## src/rxwa_map.svh

```systemverilog
// Register map, field positions and fixed counts of the receive word aligner.
// Assumes byte addresses on a 32-bit APB; included by bare name.
`ifndef RXWA_MAP_SVH
`define RXWA_MAP_SVH

// -----------------------------------------------------------------
// Register offsets
// -----------------------------------------------------------------
`define RXWA_OFS_CTRL      8'h00
`define RXWA_OFS_PATTERN   8'h04
`define RXWA_OFS_SYNC_CFG  8'h08
`define RXWA_OFS_RLV_CFG   8'h0c
`define RXWA_OFS_STATUS    8'h10
`define RXWA_OFS_INT_STAT  8'h14
`define RXWA_OFS_INT_MASK  8'h18

// -----------------------------------------------------------------
// Fields and reset values
// -----------------------------------------------------------------
`define RXWA_CTRL_MODE_LSB 0
`define RXWA_CTRL_W10_BIT  2
`define RXWA_CTRL_LEN7_BIT 3
`define RXWA_CTRL_RST      4'h4
`define RXWA_PAT_RST       16'h017c
`define RXWA_SCFG_LOSS_LSB 0
`define RXWA_SCFG_ACQ_LSB  8
`define RXWA_SCFG_GOOD_LSB 16
`define RXWA_SCFG_RST      24'h0f_03_03
`define RXWA_RCFG_RST      5'h1f
`define RXWA_STEP_W8       8'h04
`define RXWA_STEP_W10      8'h05
`define RXWA_RLV_HOLD      2'h2
`define RXWA_DISP_MIN      4'h4
`define RXWA_DISP_MAX      4'h6
`define RXWA_INT_ACQ       0
`define RXWA_INT_LOST      1
`define RXWA_INT_RLV       2
`define RXWA_INT_REALIGN   3
`define RXWA_STAT_SYNC_BIT 0
`define RXWA_STAT_RLV_BIT  1
`define RXWA_STAT_BND_LSB  8

`endif

```

## src/rxwa_pkg.sv

```systemverilog
// Types of the receive word aligner.
// Assumes rxwa_map.svh for the numeric constants.
package rxwa_pkg;

    typedef enum logic [1:0] {RXWA_MANUAL, RXWA_BITSLIP, RXWA_AUTO, RXWA_RSVD} rxwa_mode_t;
    typedef enum logic [1:0] {RXWA_LOSS, RXWA_SYNC} rxwa_sync_t;

    typedef struct packed {
        logic        lclk;
        logic        en_prev;
        logic        arm;
        logic [29:0] hist;
        logic [3:0]  bnd;
        logic [9:0]  word;
        logic        dv;
        rxwa_sync_t  sst;
        logic [3:0]  gcnt;
        logic [6:0]  ecnt;
        logic [8:0]  grun;
        logic [7:0]  run;
        logic        last_bit;
        logic [1:0]  hold;
        logic        rlv;
        logic [3:0]  ctrl;
        logic [15:0] pat;
        logic [23:0] scfg;
        logic [4:0]  rcfg;
        logic [3:0]  ist;
        logic [3:0]  imsk;
        logic        pready;
        logic        pslverr;
        logic [31:0] prdata;
        logic        irq;
    } rxwa_state_t;

endpackage : rxwa_pkg

```

## src/rxwa_top.sv

```systemverilog
// Receive word aligner: boundary restore, bit-slip, sync state machine, run length check, APB registers.
// Assumes the link clock and the deserializer word arrive from another domain; user strobes are on CLK_IN.
//
// Implementation choices: register access over APB and the placing of the registers.
`timescale 1ns/1ps
`include "rxwa_map.svh"

// Contract
// - Manual, bit-slip and automatic modes exist, pattern is 16 bits at 8-bit width and 7 or 10 at 10-bit, automatic only at 10-bit.
// - In manual mode the pattern-align enable from user logic governs the aligner at both widths.
// - At 8-bit width only rising edges of the enable seen after reset release count.
// - Each such edge starts a pattern search and the boundary moves where the pattern is found.
// - At 8-bit width later patterns at another boundary are ignored until the next rising edge.
// - At 10-bit width the pattern or its complement is searched while the enable is high and any new boundary is taken.
// - At 10-bit width with the enable low the present boundary is kept.
// - The erroneous group count that loses sync is programmable from 1 to 64.
// - The good group run that lowers the error count by one is programmable from 1 to 256.
// - In automatic mode the search for sync groups and pattern begins once reset is released; CTRL resets to manual, so it starts once CTRL is set to automatic.
// - Sync output rises after the programmed number of valid sync groups.
// - Sync output stays high until the programmed errors arrive without enough good groups between, then drops.
// - After loss the sync output stays low until the programmed valid sync groups are seen again.
// - Runs of equal bits are counted and the violation output rises when the threshold is reached.
// - The violation flag is made on link clock ticks and stays high for at least two of them.
// - The run threshold is 4 to 128 in steps of 4 at 8-bit width and 5 to 160 in steps of 5 at 10-bit.
module rxwa_top
    import rxwa_pkg::*;
(
    input  wire logic        CLK_IN,
    input  wire logic        RST_B_IN,
    input  wire logic        LINK_CLK_IN,
    input  wire logic [9:0]  RX_DATA_IN,
    input  wire logic        ALIGN_EN_IN,
    input  wire logic        BITSLIP_IN,
    input  wire logic        PSEL_IN,
    input  wire logic        PENABLE_IN,
    input  wire logic        PWRITE_IN,
    input  wire logic [7:0]  PADDR_IN,
    input  wire logic [31:0] PWDATA_IN,
    output logic      [31:0] PRDATA_OUT,
    output logic             PREADY_OUT,
    output logic             PSLVERR_OUT,
    output logic      [9:0]  DATA_OUT,
    output logic             DATA_VALID_OUT,
    output logic             SYNC_OUT,
    output logic             RLV_OUT,
    output logic      [3:0]  BOUNDARY_OUT,
    output logic             IRQ_OUT
);
    // -----------------------------------------------------------------
    // Functions
    // -----------------------------------------------------------------
    function automatic logic pat_match(input logic [29:0] h, input logic [3:0] k,
                                       input logic w10, input logic len7, input logic [15:0] pat);
        logic [15:0] s16;
        logic [9:0]  s10;
        logic [9:0]  m;
        s16 = h[k +: 16];
        s10 = h[k +: 10];
        m   = len7 ? 10'h07f : 10'h3ff;
        if (!w10) begin
            pat_match = (s16 == pat);
        end else begin
            pat_match = ((s10 & m) == (pat[9:0] & m)) || ((~s10 & m) == (pat[9:0] & m));
        end
    endfunction : pat_match

    function automatic logic [3:0] ones10(input logic [9:0] v);
        logic [3:0] n;
        n = 4'h0;
        for (int i = 0; i < 10; i++) begin
            n = n + {3'h0, v[i]};
        end
        ones10 = n;
    endfunction : ones10

    function automatic logic [31:0] status_word(input logic sync, input logic rlv, input logic [3:0] bnd);
        logic [31:0] v;
        v = 32'h0000_0000;
        v[`RXWA_STAT_SYNC_BIT]      = sync;
        v[`RXWA_STAT_RLV_BIT]       = rlv;
        v[`RXWA_STAT_BND_LSB +: 4]  = bnd;
        status_word = v;
    endfunction : status_word

    // -----------------------------------------------------------------
    // Pin synchronisers
    // -----------------------------------------------------------------
    logic       lclk_s;
    logic [9:0] data_s;

    rxwa_sync #(.W(11)) u_sync (
        .clk_in   (CLK_IN),
        .rst_b_in (RST_B_IN),
        .d_in     ({LINK_CLK_IN, RX_DATA_IN}),
        .q_out    ({lclk_s, data_s})
    );

    // -----------------------------------------------------------------
    // State
    // -----------------------------------------------------------------
    rxwa_state_t s_q;
    rxwa_state_t s_d;

    rxwa_mode_t  mode;
    logic        w10;
    logic        len7;
    logic [3:0]  wmax;
    logic        tick;
    logic [29:0] hist_n;
    logic        found;
    logic [3:0]  fk;
    logic        may_align;
    logic [3:0]  nb;
    logic [9:0]  word_n;
    logic        at_bnd;
    logic        code_err;
    logic [7:0]  thr;
    logic [7:0]  run;
    logic        lastb;
    logic        viol;
    logic [3:0]  ev;
    logic        wr;
    logic        rd;
    logic        hit;
    logic [31:0] rdat;
    logic [3:0]  clr;
    logic [6:0]  loss_n;
    logic [3:0]  acq_n;
    logic [8:0]  good_n;

    always_comb begin
        s_d      = s_q;
        ev       = 4'h0;
        mode     = rxwa_mode_t'(s_q.ctrl[`RXWA_CTRL_MODE_LSB +: 2]);
        // Automatic mode forces 10-bit width
        w10      = s_q.ctrl[`RXWA_CTRL_W10_BIT] || (mode == RXWA_AUTO);
        len7     = s_q.ctrl[`RXWA_CTRL_LEN7_BIT];
        wmax     = w10 ? 4'h9 : 4'h7;
        loss_n   = {1'b0, s_q.scfg[`RXWA_SCFG_LOSS_LSB +: 6]} + 7'h01;
        acq_n    = s_q.scfg[`RXWA_SCFG_ACQ_LSB +: 4];
        good_n   = {1'b0, s_q.scfg[`RXWA_SCFG_GOOD_LSB +: 8]} + 9'h001;
        thr      = 8'((9'({4'h0, s_q.rcfg} + 9'h001)) * (w10 ? `RXWA_STEP_W10 : `RXWA_STEP_W8));
        tick     = lclk_s && !s_q.lclk;
        s_d.lclk = lclk_s;
        s_d.dv   = tick;

        // -----------------------------------------------------------------
        // Word history and pattern search
        // -----------------------------------------------------------------
        hist_n = w10 ? {data_s, s_q.hist[29:10]} : {6'h00, data_s[7:0], s_q.hist[23:8]};
        found  = 1'b0;
        fk     = s_q.bnd;
        for (int k = 9; k >= 0; k--) begin
            if (4'(k) <= wmax && pat_match(hist_n, 4'(k), w10, len7, s_q.pat)) begin
                found = 1'b1;
                fk    = 4'(k);
            end
        end

        // Held-high enable across reset release is not an edge
        s_d.en_prev = ALIGN_EN_IN;
        if (mode == RXWA_MANUAL && !w10 && ALIGN_EN_IN && !s_q.en_prev) begin
            s_d.arm = 1'b1;
        end

        unique case (mode)
            RXWA_MANUAL: may_align = w10 ? ALIGN_EN_IN : s_q.arm;
            RXWA_AUTO:   may_align = (s_q.sst == RXWA_LOSS);
            default:     may_align = 1'b0;
        endcase

        nb = s_q.bnd;
        if (tick && may_align && found) begin
            nb = fk;
            if (fk != s_q.bnd) begin
                ev[`RXWA_INT_REALIGN] = 1'b1;
            end
            if (!w10) begin
                s_d.arm = 1'b0;
            end
        end
        // A slip overrides a pattern hit in the same cycle
        if (mode == RXWA_BITSLIP && BITSLIP_IN) begin
            nb = (s_q.bnd >= wmax) ? 4'h0 : s_q.bnd + 4'h1;
            ev[`RXWA_INT_REALIGN] = 1'b1;
        end
        s_d.bnd = nb;

        // Errors show two ticks late: the word comes from history
        word_n   = w10 ? hist_n[nb +: 10] : {2'b00, hist_n[nb +: 8]};
        at_bnd   = pat_match(hist_n, nb, w10, len7, s_q.pat);
        // Without a code-group decoder, a disparity outside 4..6 ones marks a bad group
        code_err = (ones10(word_n) < `RXWA_DISP_MIN) || (ones10(word_n) > `RXWA_DISP_MAX);
        if (tick) begin
            s_d.hist = hist_n;
            s_d.word = word_n;
        end

        // -----------------------------------------------------------------
        // Synchronisation state machine
        // -----------------------------------------------------------------
        // Boundary frozen once in sync; only loss reopens search
        if (mode != RXWA_AUTO) begin
            s_d.sst  = RXWA_LOSS;
            s_d.gcnt = 4'h0;
        end else if (tick) begin
            unique case (s_q.sst)
                RXWA_LOSS: begin
                    if (at_bnd) begin
                        s_d.gcnt = s_q.gcnt + 4'h1;
                        if (s_q.gcnt + 4'h1 >= acq_n) begin
                            s_d.sst  = RXWA_SYNC;
                            s_d.gcnt = 4'h0;
                            s_d.ecnt = 7'h00;
                            s_d.grun = 9'h000;
                            ev[`RXWA_INT_ACQ] = 1'b1;
                        end
                    end
                end
                RXWA_SYNC: begin
                    if (code_err) begin
                        s_d.grun = 9'h000;
                        s_d.ecnt = s_q.ecnt + 7'h01;
                        if (s_q.ecnt + 7'h01 >= loss_n) begin
                            s_d.sst  = RXWA_LOSS;
                            s_d.ecnt = 7'h00;
                            ev[`RXWA_INT_LOST] = 1'b1;
                        end
                    end else if (s_q.grun + 9'h001 >= good_n) begin
                        s_d.grun = 9'h000;
                        if (s_q.ecnt != 7'h00) begin
                            s_d.ecnt = s_q.ecnt - 7'h01;
                        end
                    end else begin
                        s_d.grun = s_q.grun + 9'h001;
                    end
                end
                default: s_d.sst = RXWA_LOSS;
            endcase
        end

        // -----------------------------------------------------------------
        // Run length check on raw link bits
        // -----------------------------------------------------------------
        // Runs span word edges, so the last bit is kept
        run   = s_q.run;
        lastb = s_q.last_bit;
        viol  = 1'b0;
        for (int i = 0; i < 10; i++) begin
            if (w10 || i < 8) begin
                if (data_s[i] == lastb) begin
                    run = (run == 8'hff) ? run : run + 8'h01;
                end else begin
                    run = 8'h01;
                end
                lastb = data_s[i];
                if (run >= thr) begin
                    viol = 1'b1;
                end
            end
        end
        if (tick) begin
            s_d.run      = run;
            s_d.last_bit = lastb;
            if (viol) begin
                s_d.hold = `RXWA_RLV_HOLD;
                ev[`RXWA_INT_RLV] = 1'b1;
            end else if (s_q.hold != 2'h0) begin
                s_d.hold = s_q.hold - 2'h1;
            end
        end
        // Stretched over link ticks so slower fabric clocks still catch it
        s_d.rlv = (s_d.hold != 2'h0);

        // -----------------------------------------------------------------
        // APB slave, one wait state
        // -----------------------------------------------------------------
        wr   = PSEL_IN && PENABLE_IN && s_q.pready && PWRITE_IN;
        rd   = PSEL_IN && PENABLE_IN && !s_q.pready;
        hit  = 1'b1;
        rdat = 32'h0000_0000;
        unique case (PADDR_IN)
            `RXWA_OFS_CTRL:     rdat = {28'h0, s_q.ctrl};
            `RXWA_OFS_PATTERN:  rdat = {16'h0, s_q.pat};
            `RXWA_OFS_SYNC_CFG: rdat = {8'h0, s_q.scfg};
            `RXWA_OFS_RLV_CFG:  rdat = {27'h0, s_q.rcfg};
            `RXWA_OFS_STATUS:   rdat = status_word(s_q.sst == RXWA_SYNC, s_q.rlv, s_q.bnd);
            `RXWA_OFS_INT_STAT: rdat = {28'h0, s_q.ist};
            `RXWA_OFS_INT_MASK: rdat = {28'h0, s_q.imsk};
            default:            hit  = 1'b0;
        endcase
        // Read data zero outside the ready cycle
        s_d.pready  = rd;
        s_d.pslverr = rd && !hit;
        s_d.prdata  = (rd && !PWRITE_IN) ? rdat : 32'h0000_0000;

        // -----------------------------------------------------------------
        // Register writes
        // -----------------------------------------------------------------
        clr = 4'h0;
        if (wr) begin
            unique case (PADDR_IN)
                `RXWA_OFS_CTRL:     s_d.ctrl = PWDATA_IN[3:0];
                `RXWA_OFS_PATTERN:  s_d.pat  = PWDATA_IN[15:0];
                `RXWA_OFS_SYNC_CFG: s_d.scfg = PWDATA_IN[23:0];
                `RXWA_OFS_RLV_CFG:  s_d.rcfg = PWDATA_IN[4:0];
                `RXWA_OFS_INT_STAT: clr      = PWDATA_IN[3:0];
                `RXWA_OFS_INT_MASK: s_d.imsk = PWDATA_IN[3:0];
                default:            clr      = 4'h0;
            endcase
        end
        // A new event beats a clear in the same cycle
        s_d.ist = (s_q.ist & ~clr) | ev;
        s_d.irq = |(s_d.ist & s_d.imsk);
    end

    // Whole state in one register; reset values from the map
    always_ff @(posedge CLK_IN or negedge RST_B_IN) begin
        if (!RST_B_IN) begin
            s_q         <= '0;
            s_q.en_prev <= 1'b1;
            s_q.sst     <= RXWA_LOSS;
            s_q.ctrl    <= `RXWA_CTRL_RST;
            s_q.pat     <= `RXWA_PAT_RST;
            s_q.scfg    <= `RXWA_SCFG_RST;
            s_q.rcfg    <= `RXWA_RCFG_RST;
        end else begin
            s_q <= s_d;
        end
    end

    // -----------------------------------------------------------------
    // Outputs
    // -----------------------------------------------------------------
    assign PRDATA_OUT     = s_q.prdata;
    assign PREADY_OUT     = s_q.pready;
    assign PSLVERR_OUT    = s_q.pslverr;
    assign DATA_OUT       = s_q.word;
    assign DATA_VALID_OUT = s_q.dv;
    assign SYNC_OUT       = (s_q.sst == RXWA_SYNC);
    assign RLV_OUT        = s_q.rlv;
    assign BOUNDARY_OUT   = s_q.bnd;
    assign IRQ_OUT        = s_q.irq;

endmodule : rxwa_top

```

## src/rxwa_sync.sv

```systemverilog
// Two-flop synchroniser for levels arriving from another clock domain.
// Assumes the bits of the bus are sampled by their own source clock.
`timescale 1ns/1ps
module rxwa_sync #(
    parameter int W = 1
) (
    input  wire logic         clk_in,
    input  wire logic         rst_b_in,
    input  wire logic [W-1:0] d_in,
    output logic      [W-1:0] q_out
);
    logic [W-1:0] meta_q;

    always_ff @(posedge clk_in or negedge rst_b_in) begin
        if (!rst_b_in) begin
            meta_q <= '0;
            q_out  <= '0;
        end else begin
            meta_q <= d_in;
            q_out  <= meta_q;
        end
    end
endmodule : rxwa_sync

```

## config.mk

```make
export PLATFORM = sky130hd
export DESIGN_NAME = rxwa_top
export DESIGN_NICKNAME = d
export VERILOG_FILES = /design/src/rxwa_pkg.sv /design/src/rxwa_top.sv /design/src/rxwa_sync.sv
export VERILOG_INCLUDE_DIRS = /design/src
export SDC_FILE = /design/constraint.sdc
export NUM_CORES = 1
export LEC_CHECK = 0
export ABC_AREA = 1
export BUFFER_PORTS_ARGS = -buffer_cell sky130_fd_sc_hd__buf_2
export CAP_MARGIN = 20
export CORE_AREA = 2 2 178 180
export DETAILED_ROUTE_END_ITERATION = 10
export DIE_AREA = 0 0 180 182
export PLACE_DENSITY = 0.76
export SYNTH_ARGS = -nofsm -noshare
export SYNTH_HDL_FRONTEND = slang
export SYNTH_HIERARCHICAL = 1
export SYNTH_SLANG_ARGS = --single-unit
```

## constraint.sdc

```tcl
create_clock -name CLK_IN -period 19.1 [get_ports CLK_IN]
set_input_delay 0.955 -clock CLK_IN [delete_from_list [all_inputs] [get_ports CLK_IN]]
set_output_delay 0.955 -clock CLK_IN [all_outputs]
set_load 0.005 [all_outputs]
```

==> results.md, run 1 <==
* MaxCap Viol Count at 0
* EDFF count, synth at 0
* RSZ-0062 raised after global routing: false
* Post-Route Setup TNS at 0 ns
* Syn Inst Count at about 2,700
* Fmax at around 77 MHz
* Max Root-Sink Buffers at 2
* Top cell by count, worst path: nand2_1
* Actual slew at the worst max-slew pin at ~1.1 ns
* P&R area growth vs syn at 5.39%
* Startpoint types: flip-flop
* Routed vias at roughly 18,000
* Worst Path Required at 19.44 ns
* Status: completed
* XOR/XNOR Fraction of Synth Area at between 8 and 9%
* Ranking of synthesized cells by area: dfrtp_1 (22%), nand2_1 (14%), ha_1 (9.1%)
* RD Place Congestion at 0.929
* Max FO, Critical Path at 8
* Cell Rows at 65
* Crit path kind: flip-flop to flip-flop
* Postcts setup bufs at 0
* Hold crit path type: flip-flop to flip-flop
* Leakage at 0.00975 uW
* CP peak stage delay at ~0.46 ns
* Port bufs at 93
* Multiplexer share of the synthesized area at 0.281%
* Crit. End Element: flip-flop
* Final Core Density at between 60% and 70%
* First-pass GRT wire length at approximately 85,000 um
* Synth warn at 6
* Die ar. at around 33,000 um2
* Starting Density at 58.8%
* Die W at about 180 um
* Simple-gate share of the synthesized area at 31.4%
* Largest delay contributor family on the critical path: simple AND/OR/NAND/NOR gates
* Sink Count at between 150 and 200
* Total track usage at 31.7%
* # diodes at 0
* Critical path's slowest cell: dfrtp_1
* CP arrival at 13.26 ns
* Max Clock Skew at about 0.015 ns
* Top cell type by total area after synthesis: dfrtp_1
* Die Y at 182 um
* Mean area per synthesized cell at about 7 um2
* Drt first pass iters at 8
* Post-synth top cells: nand2_1 (701), inv_1 (280), o21ai_0 (190), nand3_1 (174), xor2_1 (169)
* IO Pins at 110
* Residual DRC at 0
* Post-synth cell types at 68
* Hold_buf cts at 0
* Fin. max-slew vios at 0
* Max transition margin at between 20% and 30%
* # fillers at between 2,000 and 3,000
* Initial antenna violation count at 0
* Post-route total power at around 1500 uW
* Tmin final at 12.92 ns
* Post-DP HPWL at 39,100 um
* Final hold vios at 0
* WL/cell at approximately 17 um
* Largest net degree at the start of global routing at 121
* Compound-Gate Fraction of Synth Area at 14.6%
* CTS H-tree lvls at 4
* Drt via density at slightly below 6
* TritonCTS clock tree: done
* Post-route ant nets at 0
* Final period utilization at 67.7%
* Routed wire length at 51,900 um
* Post-synthesis sequential area ratio at around a quarter
* Worst vdd ir at 0.0000828 V
* Synth Register Bits at 179
* Crit path buffers/inverters at 7
* Reg clk slew, reported paths at 0.08 ns
* Total CTS buffers at 17
* Pwr dens at 79.3 nW/um2
* Core area at 31,000 um2
* Synth Flop Type: dfrtp_1
* Adder-cell share of the synthesized area at 9.83%
* 1st-iter DRT viols at 1,551
* Area share of the largest cell type after synthesis at 21.7%
* GRT overflow at 0
* Vias in the first global route at 17,400
* Layout cells sized above 1 at 11.5%
* Net count, final at 2,850
* Worst-skew pair later-pin latency at between 0.4 and 0.5 ns
* Ys async rst share at between 90% and 100%
* Main combinational cell family by area after synthesis: simple AND/OR/NAND/NOR gates
* Root buf cell: clkbuf_16
* Mapped cell area at about 18,000 um2
* Most frequent cell after synthesis: nand2_1
* Final Setup Violations at 0
* CTS resizes at 0
-- worst register-to-register path, delay by kind of cell (launching register included) --
kind / cells / cell delay (ns)
buffers and inverters: 7 / 0.71
DFF: 1 / 0.46
AOI/OAI and AO/OA: 8 / 0.99
and+or+nand+nor: 54 / 7.94
adders and majority gates: 11 / 2.71
-- routing by layer --
| metal | vias up | part of all wire [%] | global-route usage [%] |
|---|---|---|---|
| met1 | 8260 | 42 | 38.9 |
| met4 | 0 | 4.5 | 15.5 |
| li1 | 8663 | - | - |
| met5 | - | 0 | 0 |
| met3 | 168 | 6.2 | 3.93 |
| met2 | 670 | 48 | 55.3 |
-- state kept, by name, summed over array words and instances (netlist names) --
register        flops
DATA_VALID_OUT      1
len7                1
DATA_OUT           10
IRQ_OUT             1
PRDATA_OUT         24
u_sync/q_out       11
RLV_OUT             1
PREADY_OUT          1
acq_n               4
s_q               107
PSLVERR_OUT         1
BOUNDARY_OUT        4
mode                2
u_sync/meta_q      11
-- area by class of cell --
type | count | area (um2) | share of cell area, %
repair buffers | 109 | 594 | 3.09
well taps | 402 | 503 | 2.62
clock inverters | 14 | 163 | 0.847
inverters | 319 | 1200 | 6.25
clock buffers | 18 | 429 | 2.23
flip-flops and latches | 179 | 4510 | 23.5
multi-input cells | 2027 | 11800 | 61.5
-- layout by cell type (no fill, tap or decap), drive strengths merged, types with 3 or more instances in the layout --
cell / instances
a21boi: 12
a21oi: 78
a221oi: 7
a31oi: 6
a32oi: 4
a41oi: 3
buf: 108
clkbuf: 19
clkinv: 19
conb: 8
dfrtp: 158
dfstp: 21
fa: 7
ha: 132
inv: 311
mux2i: 4
nand2: 739
nand3: 195
nand3b: 3
nand4: 44
nor2: 206
nor3: 34
nor3b: 4
nor4: 18
o2111ai: 15
o211ai: 21
o21a: 40
o21ai: 216
o22ai: 8
o31ai: 11
o41ai: 6
or2: 9
xnor2: 7
xor2: 169
-- final timing paths --
| check | startpoint | to | slack, ns | cells after the start |
|---|---|---|---|---|
| setup / recovery | s_q[96]$_DFFE_PN0P_ | RLV_OUT$_DFF_PN0_ | 6.18 | 80 |
| hold / removal | u_sync/meta_q[0]$_DFF_PN0_ | u_sync/q_out[0]$_DFF_PN0_ | 0.35 | 0 |
| setup reg to reg | s_q[96]$_DFFE_PN0P_ | RLV_OUT$_DFF_PN0_ | 6.18 | 80 |
| hold reg to reg | u_sync/meta_q[0]$_DFF_PN0_ | u_sync/q_out[0]$_DFF_PN0_ | 0.35 | 0 |
| max in group asynchronous | RST_B_IN | s_q[167]$_DFFE_PN0P_ | 17.06 | 2 |
| min in group asynchronous | RST_B_IN | PRDATA_OUT[23]$_DFF_PN0_ | 0.64 | 1 |
-- report_power, final --
part / switching [uW] / internal (uW) / total, uW
clock network: 175 / 187 / 361
logic: 484 / 247 / 731
registers: 27.6 / 404 / 432
total: 687 / 837 / 1520
-- through the flow --
stage	setup WS (ns)	instance area, um2	hold slack [ns]	cells
2_1_floorplan	8.51	18300	0.331	2663
3_3_place_gp	6.57	18600	0.333	3036
3_5_place_dp	6.32	18600	0.336	3036
4_1_cts	6.27	19200	0.353	3068
5_1_grt	4.79	19200	0.361	3068
6_report	6.18	19200	0.351	3068
-- logic make-up after synthesis --
| group | after synthesis |
|---|---|
| other | 1 |
| adder cells (fa/ha/maj) | 139 |
| flip-flops | 179 |
| buffers and inverters | 457 |
| AO/OA/AOI/OAI | 442 |
| AND/OR/NAND/NOR | 1257 |
| multiplexers | 5 |
| XOR/XNOR | 176 |
(Power assumes the default switching activity.)
==> run 2: changes to the inputs <==
clock period = 12.45 ns   (was 19.1 ns; I/O delays follow)
==> results.md, run 2 (synthesis gave the netlist of run 1 again) <==
* Status: completed
* # diodes at 0
* Final Cell Area at 19,400 um2
* Fmax at a little under 90 MHz
* Max Clock Skew at 0.0167 ns
* Pwr dens at ~120 nW/um2
* Routed wire length at 51,700 um
* Largest net degree at the start of global routing at 107
* Drt via density at between 5 and 6
* Total CTS buffers at 17
* Most frequent cells in the layout: nand2_1 (696), inv_1 (277), o21ai_0 (190), xor2_1 (169), nand3_1 (168)
* Crit path buffers/inverters at 6
* Reg-to-reg critical path endpoint: RLV_OUT$_DFF_PN0_
* Tmin final at 11.37 ns
* GRT overflow at 0
* Most flops, register: s_q
* Worst Path Required at 12.78 ns
* CP peak stage delay at 0.45 ns
* Worst vdd ir at around 0.00011 V
* Cell Rows at 65
* Cell Count, Final, Fillers Out at between 3,000 and 4,000
* Max transition margin at 28.4%
* Most common cell after layout, fill and taps aside: nand2_1
* Sink Count at around 180
* Leakage at 0.00981 uW
* Max Root-Sink Buffers at 2
* Post-Route Setup TNS at 0 ns
* Top cell by count, worst path: nand2_1
* Hold crit path type: primary input to asynchronous set/reset pin
* IO Pins at 110
* Final period utilization at 91.3%
* Setup ws final at ~1.1 ns
* CTS H-tree lvls at 4
* Net count, final at 2,862
* WL/cell at 16.8 um
* 1st-iter DRT viols at 1,600
* Worst Reg-to-Reg Cells at 81
* Die ar. at 32,800 um2
* Total track usage at a little under a third
* Residual DRC at 0
* Largest delay contributor family on the critical path: simple AND/OR/NAND/NOR gates
* Final hold vios at 0
* TritonCTS clock tree: done
* First-pass GRT wire length at about 84,000 um
* Crit path kind: flip-flop to flip-flop
* Vias in the first global route at ~17,000
* Max reg flops at 107
* Hold_buf cts at 0
* Critical path's slowest cell: dfrtp_2
* Post-route ant nets at 0
* Fin. max-slew vios at 0
* Pre-CTS setup slack at -0.0306 ns
* P&R area growth vs syn at 6.54%
* Root buf cell: clkbuf_16
* MaxCap Viol Count at 0
* Worst-skew pair later-pin latency at 0.45 ns
* CP arrival at about 12 ns
* Placed cells at 3,037
* Routed vias at 17,900
* Reg clk slew, reported paths at 0.08 ns
* Layout cells sized above 1 at 12.8%
* Die Y at around 180 um
* Crit. End Element: flip-flop
* Placed Area at 18,600 um2
* Initial antenna violation count at 0
* R2r setup slk at ~1.1 ns
* Die W at 180 um
* Core area at 31,000 um2
* Worst hold slack at ~0.27 ns
* Port bufs at 93
* Starting Density at just under 60%
* Startpoint types: flip-flop
* Drt first pass iters at 6
* FF-to-FF Start: s_q[96]$_DFFE_PN0P_
* Final Setup Violations at 0
* RD Place Congestion at 0.943
* Max FO, Critical Path at 8
* Actual slew at the worst max-slew pin at 1.07 ns
* Post-DP HPWL at 38,800 um
## run 2: cell count changes in the layout (fill, tap and decap cells not counted), sizes merged
cell and delta:
buf +12, bufinv -1, clkbuf +1, clkinv +1, clkinvlp -1
## run 2: per-stage QoR
step                      utilization [%]  total power [uW]
after floorplan                         -              1510
after global placement               60.1              1730
after detailed placement             60.1              1770
after CTS                            62.0              2300
after global routing                 62.7              2510
final                                62.7              2320
## run 2: layout make-up
cell class | count | area (um2)
timing repair buffer | 121 | 684
clock inverter | 13 | 135
tap | 402 | 503
fill | 2855 | 11600
sequential | 179 | 4510
multi-input combinational | 2027 | 12000
clock buffer | 19 | 433
inverter | 319 | 1200
## run 2: worst reg2reg max path, delay by kind of cell, from the launching register on
family / cells / cell delay, ns
adder cells (fa/ha/maj): 11 / 2.31
AO/OA/AOI/OAI: 6 / 0.86
AND/OR/NAND/NOR: 58 / 7.06
flip-flops: 1 / 0.45
buffers and inverters: 6 / 0.58
## run 2: power breakdown
| part | leakage, uW | internal (uW) | switching (uW) |
|---|---|---|---|
| logic | 0.00726 | 384 | 750 |
| clock network | 0.000274 | 266 | 264 |
| registers | 0.00228 | 620 | 41.1 |
| total | 0.00981 | 1270 | 1050 |
## run 2: what timing repair did
action,4_1_cts,5_1_grt
buffers inserted,0,10
pin swaps,0,8
endpoints found under the setup margin,2,5
resized for setup,2,36
hold endpoints to repair,0,0
## run 2: per-layer routing
| layer | up-vias | track usage [%] | share of wire (%) |
|---|---|---|---|
| li1 | 8686 | - | - |
| met1 | 8331 | 39.4 | 41 |
| met3 | 138 | 3.57 | 6.5 |
| met4 | 0 | 12.9 | 3.8 |
| met2 | 709 | 54.7 | 48 |
| met5 | - | 0 | 0 |
## run 2: worst max-delay path by stage
stage / from / to / slack [ns] / cells past startpoint
after CTS: s_q[96]$_DFFE_PN0P_ / RLV_OUT$_DFF_PN0_ / 0.05 / 80
after detailed placement: s_q[96]$_DFFE_PN0P_ / RLV_OUT$_DFF_PN0_ / -0.03 / 80
after floorplan: s_q[96]$_DFFE_PN0P_ / RLV_OUT$_DFF_PN0_ / 1.86 / 78
after global routing: s_q[96]$_DFFE_PN0P_ / RLV_OUT$_DFF_PN0_ / -0.03 / 82
after global placement: s_q[96]$_DFFE_PN0P_ / RLV_OUT$_DFF_PN0_ / 0.38 / 82
final: s_q[96]$_DFFE_PN0P_ / RLV_OUT$_DFF_PN0_ / 1.08 / 81
==> run 3: changes to the inputs <==
clock period = 14.4 ns   (was 12.45 ns; I/O delays follow)
==> results.md, run 3 (synthesis gave the netlist of run 1 again) <==
* Pwr dens at 104 nW/um2
* Most frequent cells in the layout: nand2_1 (700), inv_1 (279), o21ai_0 (190), nand3_1 (174), xor2_1 (169)
* Most flops, register: s_q
* Die Y at 182 um
* Met3 usage at under 10%
* Critical path's slowest cell: dfrtp_1
* Hold crit path type: flip-flop to flip-flop
* GR peak layer: met2
* TritonCTS clock tree: done
* Final Cell Area at 19,200 um2
* Met1 usage at 39.2%
* Post-Route Setup TNS at 0 ns
* Crit path kind: flip-flop to flip-flop
* Layout cells sized above 1 at a little under an eighth
* Routed vias at 17,700
* Hold depth at 0
* Worst Setup EP: RLV_OUT$_DFF_PN0_
* Crit path buffers/inverters at 6
* First-pass GRT wire length at between 80,000 and 90,000 um
* Placed Area at approximately 19,000 um2
* Post-DP HPWL at 38,700 um
* RSZ-0062 raised after global routing: false
* Max FO, Critical Path at 8
* Fin. max-slew vios at 0
* Vias in the first global route at 17,100
* WL/cell at 16.9 um
* Final Core Density at 62.0%
* Initial antenna violation count at 0
* Top cell by count, worst path: nand2_1
* Worst vdd ir at 0.000108 V
* CP startpoint: s_q[96]$_DFFE_PN0P_
* GRT overflow at 0
* Sink Count at 179
* Total CTS buffers at 17
* Internal power at 1100 uW
* Die W at 180 um
* Max Clock Skew at 0.0139 ns
* CTS resizes at 0
* Net count, final at about 2,900
* Core area at 31,000 um2
* Leakage at 0.00975 uW
* Status: completed
* Fmax at 79.0 MHz
* Part of the power in combinational logic at 48.2%
* RD Place Congestion at 0.964
* Largest net degree at the start of global routing at between 100 and 150
* Actual slew at the worst max-slew pin at 1.16 ns
* Postcts setup bufs at 0
* Residual DRC at 0
* Die ar. at 32,800 um2
* Final period utilization at 87.9%
* # diodes at 0
* Worst Reg-to-Reg Cells at 80
* CTS H-tree lvls at 4
* Post-route ant nets at 0
* Crit. End Element: flip-flop
* 1st-iter DRT viols at 1,617
* Final hold vios at 0
* Startpoint types: flip-flop
* Reg-to-reg critical path endpoint: RLV_OUT$_DFF_PN0_
* Max transition margin at 21.9%
* R2r setup slk at 1.74 ns
* Clock power frac at 23.1%
* Crit path depth at 80
* Routed wire length at 51,900 um
* CP peak stage delay at 0.45 ns
* Starting Density at 58.8%
* IO Pins at between 100 and 150
* Port bufs at 93
* M2 GR Usage at around 55%
* Worst-skew pair later-pin latency at 0.45 ns
* Root buf cell: clkbuf_16
* Worst Path Required at about 15 ns
* Max Root-Sink Buffers at 2
* Total track usage at a little under a third
* Most common cell after layout, fill and taps aside: nand2_1
* Tmin final at 12.66 ns
* Sw Ratio at 45.0%
* MaxCap Viol Count at 0
* CP arrival at 12.99 ns
* FF-to-FF Start: s_q[96]$_DFFE_PN0P_
* Hold_buf cts at 0
* Seq pwr share at about 29%
* Switch Pwr at approximately 900 uW
* Drt first pass iters at 6
* Largest delay contributor family on the critical path: simple AND/OR/NAND/NOR gates
* Drt via density at 5.78
* Max reg flops at 107
* P&R area growth vs syn at 5.37%
* Final Setup Violations at 0
* Cell Rows at 65
* Reg clk slew, reported paths at roughly 0.080 ns
## run 3: cell count changes in the layout (fill, tap and decap cells not counted), moves of 2 or more
cell,previous run,this run
nor2_1,160,167
inv_6,4,2
nand2_1,696,700
nand3_1,168,174
inv_1,277,279
buf_4,28,17
nand3_4,7,3
ha_2,6,0
ha_1,126,132
inv_2,26,24
nand2_2,34,31
nand3_2,20,18
nor2_4,24,17
## run 3: through the flow
step	hold slack [ns]	std cells	setup slack, ns	power, uW
global route	0.359	3069	0.298	2160
CTS	0.352	3068	1.75	1990
global placement	0.333	3036	2.08	1490
detailed placement	0.336	3036	1.81	1530
finish	0.348	3069	1.74	2000
floorplan	0.331	2663	3.81	1310
## run 3: area by class of cell
cell class / count / area (um2)
clock buffer: 19 / 443
clock inverter: 13 / 138
fill: 2884 / 11800
inverter: 319 / 1200
multi-input combinational: 2027 / 11800
sequential: 179 / 4510
tap: 402 / 503
timing repair buffer: 110 / 602
## run 3: per-layer routing
metal | vias to the layer above | wire length [um] | share of wire (%)
met5 | - | 0 | 0
met4 | 0 | 2060 | 4.0
met3 | 140 | 3280 | 6.3
met2 | 697 | 25000 | 48
met1 | 8234 | 21500 | 41
li1 | 8666 | - | -
## run 3: how the worst min path moves through the flow
stage	slack [ns]	from	endpoint
2_1_floorplan	0.33	u_sync/meta_q[0]$_DFF_PN0_	u_sync/q_out[0]$_DFF_PN0_
3_3_place_gp	0.33	u_sync/meta_q[2]$_DFF_PN0_	u_sync/q_out[2]$_DFF_PN0_
3_5_place_dp	0.34	u_sync/meta_q[9]$_DFF_PN0_	u_sync/q_out[9]$_DFF_PN0_
4_1_cts	0.35	u_sync/meta_q[9]$_DFF_PN0_	u_sync/q_out[9]$_DFF_PN0_
5_1_grt	0.36	u_sync/meta_q[9]$_DFF_PN0_	u_sync/q_out[9]$_DFF_PN0_
6_report	0.35	u_sync/meta_q[5]$_DFF_PN0_	u_sync/q_out[5]$_DFF_PN0_
## run 3: power groups by stage
stage          combinational, uW  clock, uW  sequential [uW]
6_report                     963        462              572
5_1_grt                     1100        487              575
4_1_cts                      956        466              571
3_5_place_dp                 948          0              580
3_3_place_gp                 917          0              578
2_1_floorplan                742          0              564
